===== config.mk =====
export PLATFORM = sky130hd
export DESIGN_NAME = sltm_monitor
export DESIGN_NICKNAME = d
export VERILOG_FILES = /design/src/sltm_pkg.sv /design/src/sltm_monitor.sv /design/src/sltm_sec_tick.sv
export SDC_FILE = /design/constraint.sdc
export NUM_CORES = 1
export LEC_CHECK = 0
export BUFFER_PORTS_ARGS = -buffer_cell sky130_fd_sc_hd__buf_2
export CAP_MARGIN = 0
export CORE_MARGIN = 10
export CORE_UTILIZATION = 42
export CTS_CLUSTER_DIAMETER = 200
export DETAILED_ROUTE_END_ITERATION = 12
export PLACE_DENSITY_LB_ADDON = 0.05
export SYNTH_ARGS = -nofsm -noshare
export SYNTH_HDL_FRONTEND = slang
export SYNTH_SLANG_ARGS = --single-unit
export TNS_END_PERCENT = 100

===== constraint.sdc =====
create_clock -name mclk -period 3.6 [get_ports mclk]
set_clock_uncertainty 0.2 [all_clocks]
set_input_delay 1.08 -clock mclk [delete_from_list [all_inputs] [get_ports mclk]]
set_output_delay 1.08 -clock mclk [all_outputs]
set_load 0.02 [all_outputs]

===== src/sltm_pkg.sv =====
// Package with constants and types for the serial link timeout alarm
package sltm_pkg;
  // Clock rate and one-second tick
  localparam int unsigned SLTM_CLK_HZ = 100_000_000;
  localparam int unsigned SLTM_SEC_S = 1;
  localparam int unsigned SLTM_SEC_CYCLES = SLTM_CLK_HZ * SLTM_SEC_S;
  // Monitoring time range in seconds
  localparam logic [9:0] SLTM_TIME_MIN = 10'h01E;
  localparam logic [9:0] SLTM_TIME_MAX = 10'h258;
  localparam logic [9:0] SLTM_TIME_DFLT = 10'h01E;
  // Register offsets
  localparam logic [3:0] SLTM_OFF_CTRL = 4'h0;
  localparam logic [3:0] SLTM_OFF_TIME = 4'h1;
  localparam logic [3:0] SLTM_OFF_STAT = 4'h2;
  localparam logic [3:0] SLTM_OFF_IRQ = 4'h3;
  localparam logic [3:0] SLTM_OFF_MASK = 4'h4;
  // Control register fields
  localparam int unsigned SLTM_CTRL_ACT_LSB = 0;
  localparam int unsigned SLTM_CTRL_SERIAL_BIT = 2;
  localparam int unsigned SLTM_CTRL_RO_BIT = 3;
  localparam int unsigned SLTM_CTRL_RESTART_BIT = 4;
  // Status fields
  localparam int unsigned SLTM_STAT_ALARM_BIT = 0;
  localparam int unsigned SLTM_STAT_RUN_BIT = 1;
  // Interrupt bits
  localparam int unsigned SLTM_IRQ_RAISE_BIT = 0;
  localparam int unsigned SLTM_IRQ_CLEAR_BIT = 1;
  localparam int unsigned SLTM_IRQ_NAK_BIT = 2;
  // Negative response exception code: setting prohibited
  localparam logic [3:0] SLTM_EXC_PROHIBITED = 4'h2;
  localparam logic [15:0] SLTM_RESET_DATA = 16'h0000;

  typedef enum logic [1:0] {
    SLTM_ACT_OFF = 2'b00,
    SLTM_ACT_RUN = 2'b01,
    SLTM_ACT_STOP = 2'b10
  } sltm_act_e;
endpackage : sltm_pkg


===== src/sltm_monitor.sv =====
// Serial link timeout alarm: monitor, register port and negative response
`timescale 1ns/1ps
module sltm_monitor
  import sltm_pkg::*;
#(
  parameter int unsigned SEC_CYCLES = SLTM_SEC_CYCLES
) (
  input wire logic mclk, // System clock, 100 MHz
  input wire logic sys_rst, // Synchronous reset, active high
  input wire logic [3:0] reg_addr, // Register address
  input wire logic [15:0] reg_wdata, // Register write data
  input wire logic reg_wr, // Write strobe
  input wire logic reg_rd, // Read strobe
  output logic [15:0] reg_rdata, // Read data, cycle after strobe
  input wire logic msg_rx, // Pulse: complete host message received
  input wire logic msg_is_write, // Received message is a write request
  output logic nak_valid, // Pulse: send negative response
  output logic [3:0] nak_code, // Exception code of negative response
  output logic ack_valid, // Pulse: message accepted
  output logic comm_loss_alarm, // Communication error alarm level
  output logic op_run, // Controlled operation enabled
  output logic irq // Interrupt level
);
  typedef struct packed {
    logic [1:0] act;
    logic serial;
    logic ro;
    logic [9:0] limit;
    logic [9:0] elapsed;
    logic alarm;
    logic run;
    logic [2:0] irq_stat;
    logic [2:0] irq_mask;
    logic [15:0] rdata;
    logic nak;
    logic ack;
    logic [39:0] quiet; // Silent cycles, read only by the assertions
  } sltm_st_s;
  sltm_st_s st_reg;
  sltm_st_s st_next;

  logic tick;
  logic active;
  logic [2:0] ev;
  logic [9:0] wtime;

  sltm_sec_tick #(
    .SEC_CYCLES(SEC_CYCLES)
  ) u_tick (
    .mclk(mclk),
    .sys_rst(sys_rst),
    .restart(msg_rx),
    .tick(tick)
  );

  assign active = st_reg.serial && (st_reg.act != SLTM_ACT_OFF);
  assign wtime = reg_wdata[9:0];

  always_comb begin
    st_next = st_reg;
    st_next.nak = 1'b0;
    st_next.ack = 1'b0;
    st_next.rdata = SLTM_RESET_DATA;
    ev = 3'b000;
    // Register writes; the read-only range only limits host messages,
    // so local software can still reconfigure the monitor, except the monitoring time while the action is off
    if (reg_wr) begin
      unique case (reg_addr)
        SLTM_OFF_CTRL: begin
          if (reg_wdata[1:0] != 2'b11) begin
            st_next.act = reg_wdata[1:0];
          end
          st_next.serial = reg_wdata[SLTM_CTRL_SERIAL_BIT];
          st_next.ro = reg_wdata[SLTM_CTRL_RO_BIT];
          if (reg_wdata[SLTM_CTRL_RESTART_BIT]) begin
            st_next.run = 1'b1;
          end
        end
        SLTM_OFF_TIME: begin
          if (st_reg.act != SLTM_ACT_OFF && wtime >= SLTM_TIME_MIN &&
              wtime <= SLTM_TIME_MAX) begin
            st_next.limit = wtime;
          end
        end
        SLTM_OFF_IRQ: st_next.irq_stat = st_reg.irq_stat & ~reg_wdata[2:0];
        SLTM_OFF_MASK: st_next.irq_mask = reg_wdata[2:0];
        default: ;
      endcase
    end
    // Read data is registered and stands only in the cycle after the strobe
    if (reg_rd) begin
      unique case (reg_addr)
        SLTM_OFF_CTRL: st_next.rdata = {11'h000, st_reg.ro, st_reg.serial, 1'b0, st_reg.act};
        SLTM_OFF_TIME: st_next.rdata = (st_reg.act == SLTM_ACT_OFF) ? 16'h0000 :
                                       {6'h00, st_reg.limit};
        SLTM_OFF_STAT: st_next.rdata = {14'h0000, st_reg.run, st_reg.alarm};
        SLTM_OFF_IRQ: st_next.rdata = {13'h0000, st_reg.irq_stat};
        SLTM_OFF_MASK: st_next.rdata = {13'h0000, st_reg.irq_mask};
        default: st_next.rdata = 16'h0000;
      endcase
    end
    // Every message gets exactly one answer, never both
    if (msg_rx) begin
      if (msg_is_write && st_reg.ro) begin
        st_next.nak = 1'b1;
        ev[SLTM_IRQ_NAK_BIT] = 1'b1;
      end else begin
        st_next.ack = 1'b1;
      end
    end
    if (msg_rx || !active) begin
      st_next.elapsed = 10'h000;
    // Saturate rather than wrap, so a long silence never looks short
    end else if (tick && st_reg.elapsed != 10'h3FF) begin
      st_next.elapsed = st_reg.elapsed + 10'h001;
    end
    // Cycle count of the same silence, a cross-check on the seconds timer
    if (msg_rx || !active) begin
      st_next.quiet = 40'h00_0000_0000;
    end else if (st_reg.quiet != 40'hFF_FFFF_FFFF) begin
      st_next.quiet = st_reg.quiet + 40'h00_0000_0001;
    end
    if (!active) begin
      st_next.alarm = 1'b0;
    end else if (msg_rx) begin
      if (st_reg.alarm) begin
        ev[SLTM_IRQ_CLEAR_BIT] = 1'b1;
      end
      st_next.alarm = 1'b0;
    end else if (!st_reg.alarm && st_reg.elapsed > st_reg.limit) begin
      st_next.alarm = 1'b1;
      ev[SLTM_IRQ_RAISE_BIT] = 1'b1;
      if (st_reg.act == SLTM_ACT_STOP) begin
        st_next.run = 1'b0;
      end
    end
    // Set wins over clear-on-write
    st_next.irq_stat = st_next.irq_stat | ev;
  end

  always_ff @(posedge mclk) begin
    if (sys_rst) begin
      st_reg <= '0;
      st_reg.act <= SLTM_ACT_OFF;
      st_reg.limit <= SLTM_TIME_DFLT;
      // Operation allowed from reset; only a stop-action alarm halts it
      st_reg.run <= 1'b1;
    end else begin
      st_reg <= st_next;
    end
  end

  assign reg_rdata = st_reg.rdata;
  assign nak_valid = st_reg.nak;
  assign nak_code = st_reg.nak ? SLTM_EXC_PROHIBITED : 4'h0;
  assign ack_valid = st_reg.ack;
  assign comm_loss_alarm = st_reg.alarm;
  assign op_run = st_reg.run;
  assign irq = |(st_reg.irq_stat & st_reg.irq_mask);

  // Assertions
  // Monitor gating and alarm
  // off never alarms
  off_no_alarm_a: assert property (@(posedge mclk) disable iff (sys_rst)
    (st_reg.act == SLTM_ACT_OFF) |=> !comm_loss_alarm)
    else $error("alarm while action off");
  serial_only_a: assert property (@(posedge mclk) disable iff (sys_rst)
    !st_reg.serial |=> !comm_loss_alarm)
    else $error("alarm outside serial mode");
  alarm_cause_a: assert property (@(posedge mclk) disable iff (sys_rst)
    $rose(comm_loss_alarm) |-> $past(st_reg.elapsed) > $past(st_reg.limit))
    else $error("alarm before window exceeded");
  alarm_early_a: assert property (@(posedge mclk) disable iff (sys_rst)
    $rose(comm_loss_alarm) |->
    $past(st_reg.quiet) >= 40'($past(st_reg.limit)) * 40'(SEC_CYCLES))
    else $error("alarm before the window could pass");
  alarm_due_a: assert property (@(posedge mclk) disable iff (sys_rst)
    (active && !msg_rx && !comm_loss_alarm && st_reg.elapsed > st_reg.limit) |=>
    comm_loss_alarm)
    else $error("alarm missing after window");
  auto_clear_a: assert property (@(posedge mclk) disable iff (sys_rst)
    (comm_loss_alarm && msg_rx) |=> !comm_loss_alarm)
    else $error("alarm not cleared by message");
  alarm_holds_a: assert property (@(posedge mclk) disable iff (sys_rst)
    (comm_loss_alarm && active && !msg_rx) |=> comm_loss_alarm)
    else $error("alarm dropped without message");
  inactive_idle_a: assert property (@(posedge mclk) disable iff (sys_rst)
    !active |=> st_reg.elapsed == 10'h000 && !comm_loss_alarm)
    else $error("inactive monitor still counting");

  // Operation control
  // continue keeps running
  run_keeps_a: assert property (@(posedge mclk) disable iff (sys_rst)
    (st_reg.act == SLTM_ACT_RUN && op_run && !(reg_wr && reg_addr == SLTM_OFF_CTRL))
    |=> op_run)
    else $error("operation stopped in continue mode");
  stop_halts_a: assert property (@(posedge mclk) disable iff (sys_rst)
    ($rose(comm_loss_alarm) && $past(st_reg.act) == SLTM_ACT_STOP) |-> !op_run)
    else $error("stop action did not halt");
  no_self_resume_a: assert property (@(posedge mclk) disable iff (sys_rst)
    $rose(op_run) |-> $past(reg_wr) && $past(reg_wdata[SLTM_CTRL_RESTART_BIT]))
    else $error("operation resumed by itself");
  halt_sticky_a: assert property (@(posedge mclk) disable iff (sys_rst)
    (!op_run && !(reg_wr && reg_addr == SLTM_OFF_CTRL &&
    reg_wdata[SLTM_CTRL_RESTART_BIT])) |=> !op_run)
    else $error("halt left without restart");
  reset_state_a: assert property (@(posedge mclk)
    $fell(sys_rst) |-> st_reg.act == SLTM_ACT_OFF && !comm_loss_alarm && op_run &&
    st_reg.limit == SLTM_TIME_DFLT)
    else $error("wrong state after reset");
  action_code_a: assert property (@(posedge mclk) disable iff (sys_rst)
    st_reg.act != 2'b11)
    else $error("illegal action code stored");

  // Timer and settings
  // range kept
  limit_range_a: assert property (@(posedge mclk) disable iff (sys_rst)
    st_reg.limit >= SLTM_TIME_MIN && st_reg.limit <= SLTM_TIME_MAX)
    else $error("monitoring time out of range");
  time_taken_a: assert property (@(posedge mclk) disable iff (sys_rst)
    (reg_wr && reg_addr == SLTM_OFF_TIME && st_reg.act != SLTM_ACT_OFF &&
    wtime >= SLTM_TIME_MIN && wtime <= SLTM_TIME_MAX) |=> st_reg.limit == $past(wtime))
    else $error("valid monitoring time not taken");
  time_refused_a: assert property (@(posedge mclk) disable iff (sys_rst)
    (reg_wr && reg_addr == SLTM_OFF_TIME &&
    (wtime < SLTM_TIME_MIN || wtime > SLTM_TIME_MAX)) |=> $stable(st_reg.limit))
    else $error("out of range time taken");
  time_locked_a: assert property (@(posedge mclk) disable iff (sys_rst)
    (st_reg.act == SLTM_ACT_OFF) |=> $stable(st_reg.limit))
    else $error("monitoring time changed while off");
  time_hidden_a: assert property (@(posedge mclk) disable iff (sys_rst)
    (reg_rd && reg_addr == SLTM_OFF_TIME && st_reg.act == SLTM_ACT_OFF) |=>
    reg_rdata == 16'h0000)
    else $error("monitoring time visible while off");
  timer_restart_a: assert property (@(posedge mclk) disable iff (sys_rst)
    msg_rx |=> st_reg.elapsed == 10'h000)
    else $error("timer not restarted");
  second_hold_a: assert property (@(posedge mclk) disable iff (sys_rst)
    (active && !msg_rx && !tick) |=> $stable(st_reg.elapsed))
    else $error("timer moved between seconds");
  second_step_a: assert property (@(posedge mclk) disable iff (sys_rst)
    (active && !msg_rx && tick && st_reg.elapsed != 10'h3FF) |=>
    st_reg.elapsed == $past(st_reg.elapsed) + 10'h001)
    else $error("timer missed a second");

  // Host answers
  // read-only write refused
  ro_nak_a: assert property (@(posedge mclk) disable iff (sys_rst)
    (msg_rx && msg_is_write && st_reg.ro) |=> nak_valid && nak_code == 4'h2 && !ack_valid)
    else $error("missing negative response");
  nak_code_idle_a: assert property (@(posedge mclk) disable iff (sys_rst)
    !nak_valid |-> nak_code == 4'h0)
    else $error("exception code without negative response");
  one_answer_a: assert property (@(posedge mclk) disable iff (sys_rst)
    !(nak_valid && ack_valid))
    else $error("both answers at once");
  ack_given_a: assert property (@(posedge mclk) disable iff (sys_rst)
    (msg_rx && !(msg_is_write && st_reg.ro)) |=> ack_valid && !nak_valid)
    else $error("accepted message not acknowledged");
  no_answer_a: assert property (@(posedge mclk) disable iff (sys_rst)
    !msg_rx |=> !nak_valid && !ack_valid)
    else $error("answer without message");

  // Register port and interrupts
  rdata_idle_a: assert property (@(posedge mclk) disable iff (sys_rst)
    !reg_rd |=> reg_rdata == 16'h0000)
    else $error("read data outside read cycle");
  rdata_stat_a: assert property (@(posedge mclk) disable iff (sys_rst)
    (reg_rd && reg_addr == SLTM_OFF_STAT) |=>
    reg_rdata == {14'h0000, $past(op_run), $past(comm_loss_alarm)})
    else $error("status read wrong");
  raise_flag_a: assert property (@(posedge mclk) disable iff (sys_rst)
    $rose(comm_loss_alarm) |-> st_reg.irq_stat[SLTM_IRQ_RAISE_BIT])
    else $error("raise event not flagged");
  clear_flag_a: assert property (@(posedge mclk) disable iff (sys_rst)
    ($fell(comm_loss_alarm) && $past(msg_rx) && $past(active)) |->
    st_reg.irq_stat[SLTM_IRQ_CLEAR_BIT])
    else $error("clear event not flagged");
  nak_flag_a: assert property (@(posedge mclk) disable iff (sys_rst)
    nak_valid |-> st_reg.irq_stat[SLTM_IRQ_NAK_BIT])
    else $error("negative response not flagged");
  stat_sticky_a: assert property (@(posedge mclk) disable iff (sys_rst)
    !(reg_wr && reg_addr == SLTM_OFF_IRQ) |=>
    (st_reg.irq_stat & $past(st_reg.irq_stat)) == $past(st_reg.irq_stat))
    else $error("status bit lost without clear");
  irq_masked_a: assert property (@(posedge mclk) disable iff (sys_rst)
    (st_reg.irq_mask == 3'b000) |-> !irq)
    else $error("interrupt while all masked");

  cov_raise_c: cover property (@(posedge mclk) $rose(comm_loss_alarm));
  cov_clear_c: cover property (@(posedge mclk) $fell(comm_loss_alarm));
  cov_stop_c: cover property (@(posedge mclk) $fell(op_run));
  cov_nak_c: cover property (@(posedge mclk) nak_valid);
  cov_restart_c: cover property (@(posedge mclk) $rose(op_run));
endmodule // sltm_monitor


===== src/sltm_sec_tick.sv =====
// One-second tick generator for the link monitor
`timescale 1ns/1ps
module sltm_sec_tick
  import sltm_pkg::*;
#(
  parameter int unsigned SEC_CYCLES = SLTM_SEC_CYCLES
) (
  input wire logic mclk, // System clock
  input wire logic sys_rst, // Synchronous reset
  input wire logic restart, // Realign tick phase
  output logic tick // One-cycle pulse per second
);
  typedef struct packed {
    logic [31:0] cnt;
    logic tick;
  } sltm_tick_s;
  sltm_tick_s st_reg;
  sltm_tick_s st_next;

  always_comb begin
    st_next = st_reg;
    st_next.tick = 1'b0;
    if (restart) begin
      st_next.cnt = 32'h0000_0000;
    end else if (st_reg.cnt >= 32'(SEC_CYCLES - 1)) begin
      st_next.cnt = 32'h0000_0000;
      st_next.tick = 1'b1;
    end else begin
      st_next.cnt = st_reg.cnt + 32'h0000_0001;
    end
  end

  always_ff @(posedge mclk) begin
    if (sys_rst) begin
      st_reg <= '0;
    end else begin
      st_reg <= st_next;
    end
  end

  assign tick = st_reg.tick;
endmodule // sltm_sec_tick


==> impl_metrics.csv <==
group,metric,value,unit
detailed_routing,drc,0,
clocking,cts_resized,0,
worst_setup_path,worstPathRequired,3.60,ns
status,status,"completed",
floorplanning,dieHeight,112.9,um
detailed_routing,finalWirelength,7637,um
yosys,synth_edf_count,0,
power,ir_drop,0.2433,mV
yosys,synthesis.area,3627,um^2
final_layout,area_delta_synth_final,7.968,%
yosys,synth_flop_cell,"dfxtp_1",
worst_setup_path,worstPathArrival,2.67,ns
grt,grt_pass1_wl,13230,um
yosys,ys_ff_latch,77,
sta,fin_tns_setup,0,ns
clocking,cts_hold_buf,0,
yosys,synth_cell_type_count,53,
sta,hold_viol_final,0,
yosys,async_reset_ff_share,0,%
sta,setup_viol_count_final,0,
floorplanning,die_w,112.9,um
final_layout,final_cell_mix,"77 x dfxtp_1, 55 x nor2_1, 35 x buf_2",
floorplanning,core-area,8299,um^2
worst_setup_path,path_class,"input pin to flop",
detailed_routing,drt_iter0_drc,107,
final_layout,largest_reg_flops,32,
clocking,root_buffer,"clkbuf_8",
yosys,synthCells,403,
placed_design,place_ws,0.6239,ns
worst_setup_path,slowest_delay,0.55,ns
grt,antenna_found_initial,0,
worst_setup_path,crit_path_end_kind,"flop",
grt,grt_overflow,0,
power,leakage,0.001579,uW
placed_design,post-dp-hpwl,5729,um
clocking,cts.clk_slew.worst_paths,0.07,ns
clocking,cts_buffers,9,
power,power,1460,uW
worst_hold_path,hold_class,"flop to flop",
yosys,yosys_warnings,0,
worst_setup_path,worst-path-max-fanout,17,
clocking,cts_setup_buffers,0,
final_layout,nets,470,
clocking,cts_tree,"built",
detailed_routing,vias,2742,
grt,grt_pass1_vias,2713,
clocking,cts_max_path_buffers,2,
final_layout,final_common_cell,"dfxtp_1",
clocking,htreeDepth,3,
worst_hold_path,holdPathStages,1,
yosys,syn_avg_cell_area,9.001,um^2
worst_setup_path,reg2regPathDepth,6,
final_layout,final_core_util,47.19,%
sta,slew_headroom,38.33,%
placed_design,io_buffers,35,
clocking,cts_sinks,77,
detailed_routing,drt_pass1_iterations,4,
sta,fin_crit_sh,74.37,%
clocking,insertion_delay,0.33,ns
sta,fin_crit,2.677,ns
grt,grt_max_degree,27,
detailed_routing,wire_per_inst,14.17,um
floorplanning,start_util,43.71,%
floorplanning,row_count,33,
detailed_routing,antenna_left,0,
sta,max_freq,373.5,MHz
worst_setup_path,slowest_stage,"a21boi_0",
yosys,ys_seq_area_share,42.50,%
sta,rsz0062_at_grt,"no",
detailed_routing,avgViaCountPerCell,5.087,
sta,fin_ws,0.9226,ns
final_layout,diodes,0,
floorplanning,ios,51,
floorplanning,die-area,12750,um^2
sta,tightest_slew,0.9251,ns
final_layout,drive_gt1_share,15.21,%
sta,final_max_slew_viol_count,0,
power,power_density,372.8,nW/um^2
job,drv_cap,0,
grt,grt.total_usage,12.37,%
worst_setup_path,crit_chain,"buf_2 > nor2_2 > nand3_1 > a2111oi_0 > a21boi_0 > a31oi_1",
worst_setup_path,crit_path_start_kind,"input pin",
placed_design,place_congestion,0.7758,
worst max-delay path, delay by kind of cell:
family / cells / cell delay [ns]
simple gates: 2 / 0.39
compound gates: 3 / 0.98
buf+inv: 1 / 0.22
kinds of logic after synthesis:
group                      share of synthesized area, %
and+or+nand+nor                                   25.97
DFF                                               42.50
buffers and inverters                             8.106
AOI/OAI and AO/OA                                 9.107
xor gates and xnor gates                          7.244
adders and majority gates                         4.139
muxes                                             2.829
other                                            0.1034
power breakdown:
group | switching [uW] | internal [uW]
sequential | 2.51 | 857
clock | 287 | 254
combinational | 42.5 | 17.4
worst paths after layout:
| check | from | endpoint | slack [ns] |
|---|---|---|---|
| worst max-delay path | sys_rst | op_run | 0.92 |
| worst min-delay path | u_tick.st_reg[1] | u_tick.st_reg[1] | 0.26 |
| worst max register to register | u_tick.st_reg[1] | u_tick.st_reg[5] | 1.15 |
| worst min register to register | u_tick.st_reg[1] | u_tick.st_reg[1] | 0.26 |
metrics by stage:
stage,cells,hold WS [ns],instance area [um^2]
2_1_floorplan,416,0.2260,3676
3_3_place_gp,526,0.2377,3764
3_5_place_dp,526,0.2495,3764
4_1_cts,539,0.2637,3916
5_1_grt,539,0.2955,3916
6_report,539,0.2620,3916
layer usage:
layer	vias to the layer above	global-route usage (%)	routed length (um)
met2	41	17.67	3216
met1	1260	17.21	3989
met3	12	3.117	292
met5	-	0	0
met4	0	5.076	139
li1	1429	-	-
cells in the mapped netlist (all sizes together) (4+ instances only):
master   n  area [um^2]
dfxtp   77         1541
nor2    59        231.5
nand2   29        111.4
buf     28        215.2
xor2    21        183.9
nand3   20        100.1
inv     18        67.56
and3    17        106.4
nand4   16        106.4
ha      12        150.1
a21oi   11        55.05
nor3    10        50.05
xnor2    9        78.83
mux2i    8        80.08
and2     7        43.79
and4     6        55.05
o211ai   5        37.54
a211oi   4        42.54
nor4     4        40.04
final cells by class:
type,count,area [um^2]
fill,809,4383
multi-input combinational,290,1841
sequential,77,1541
timing repair buffer,36,182.7
clock buffer,10,137.6
tap,105,131.4
inverter,18,67.56
clock inverter,3,15.01
Power figures use the tool's default switching activity.
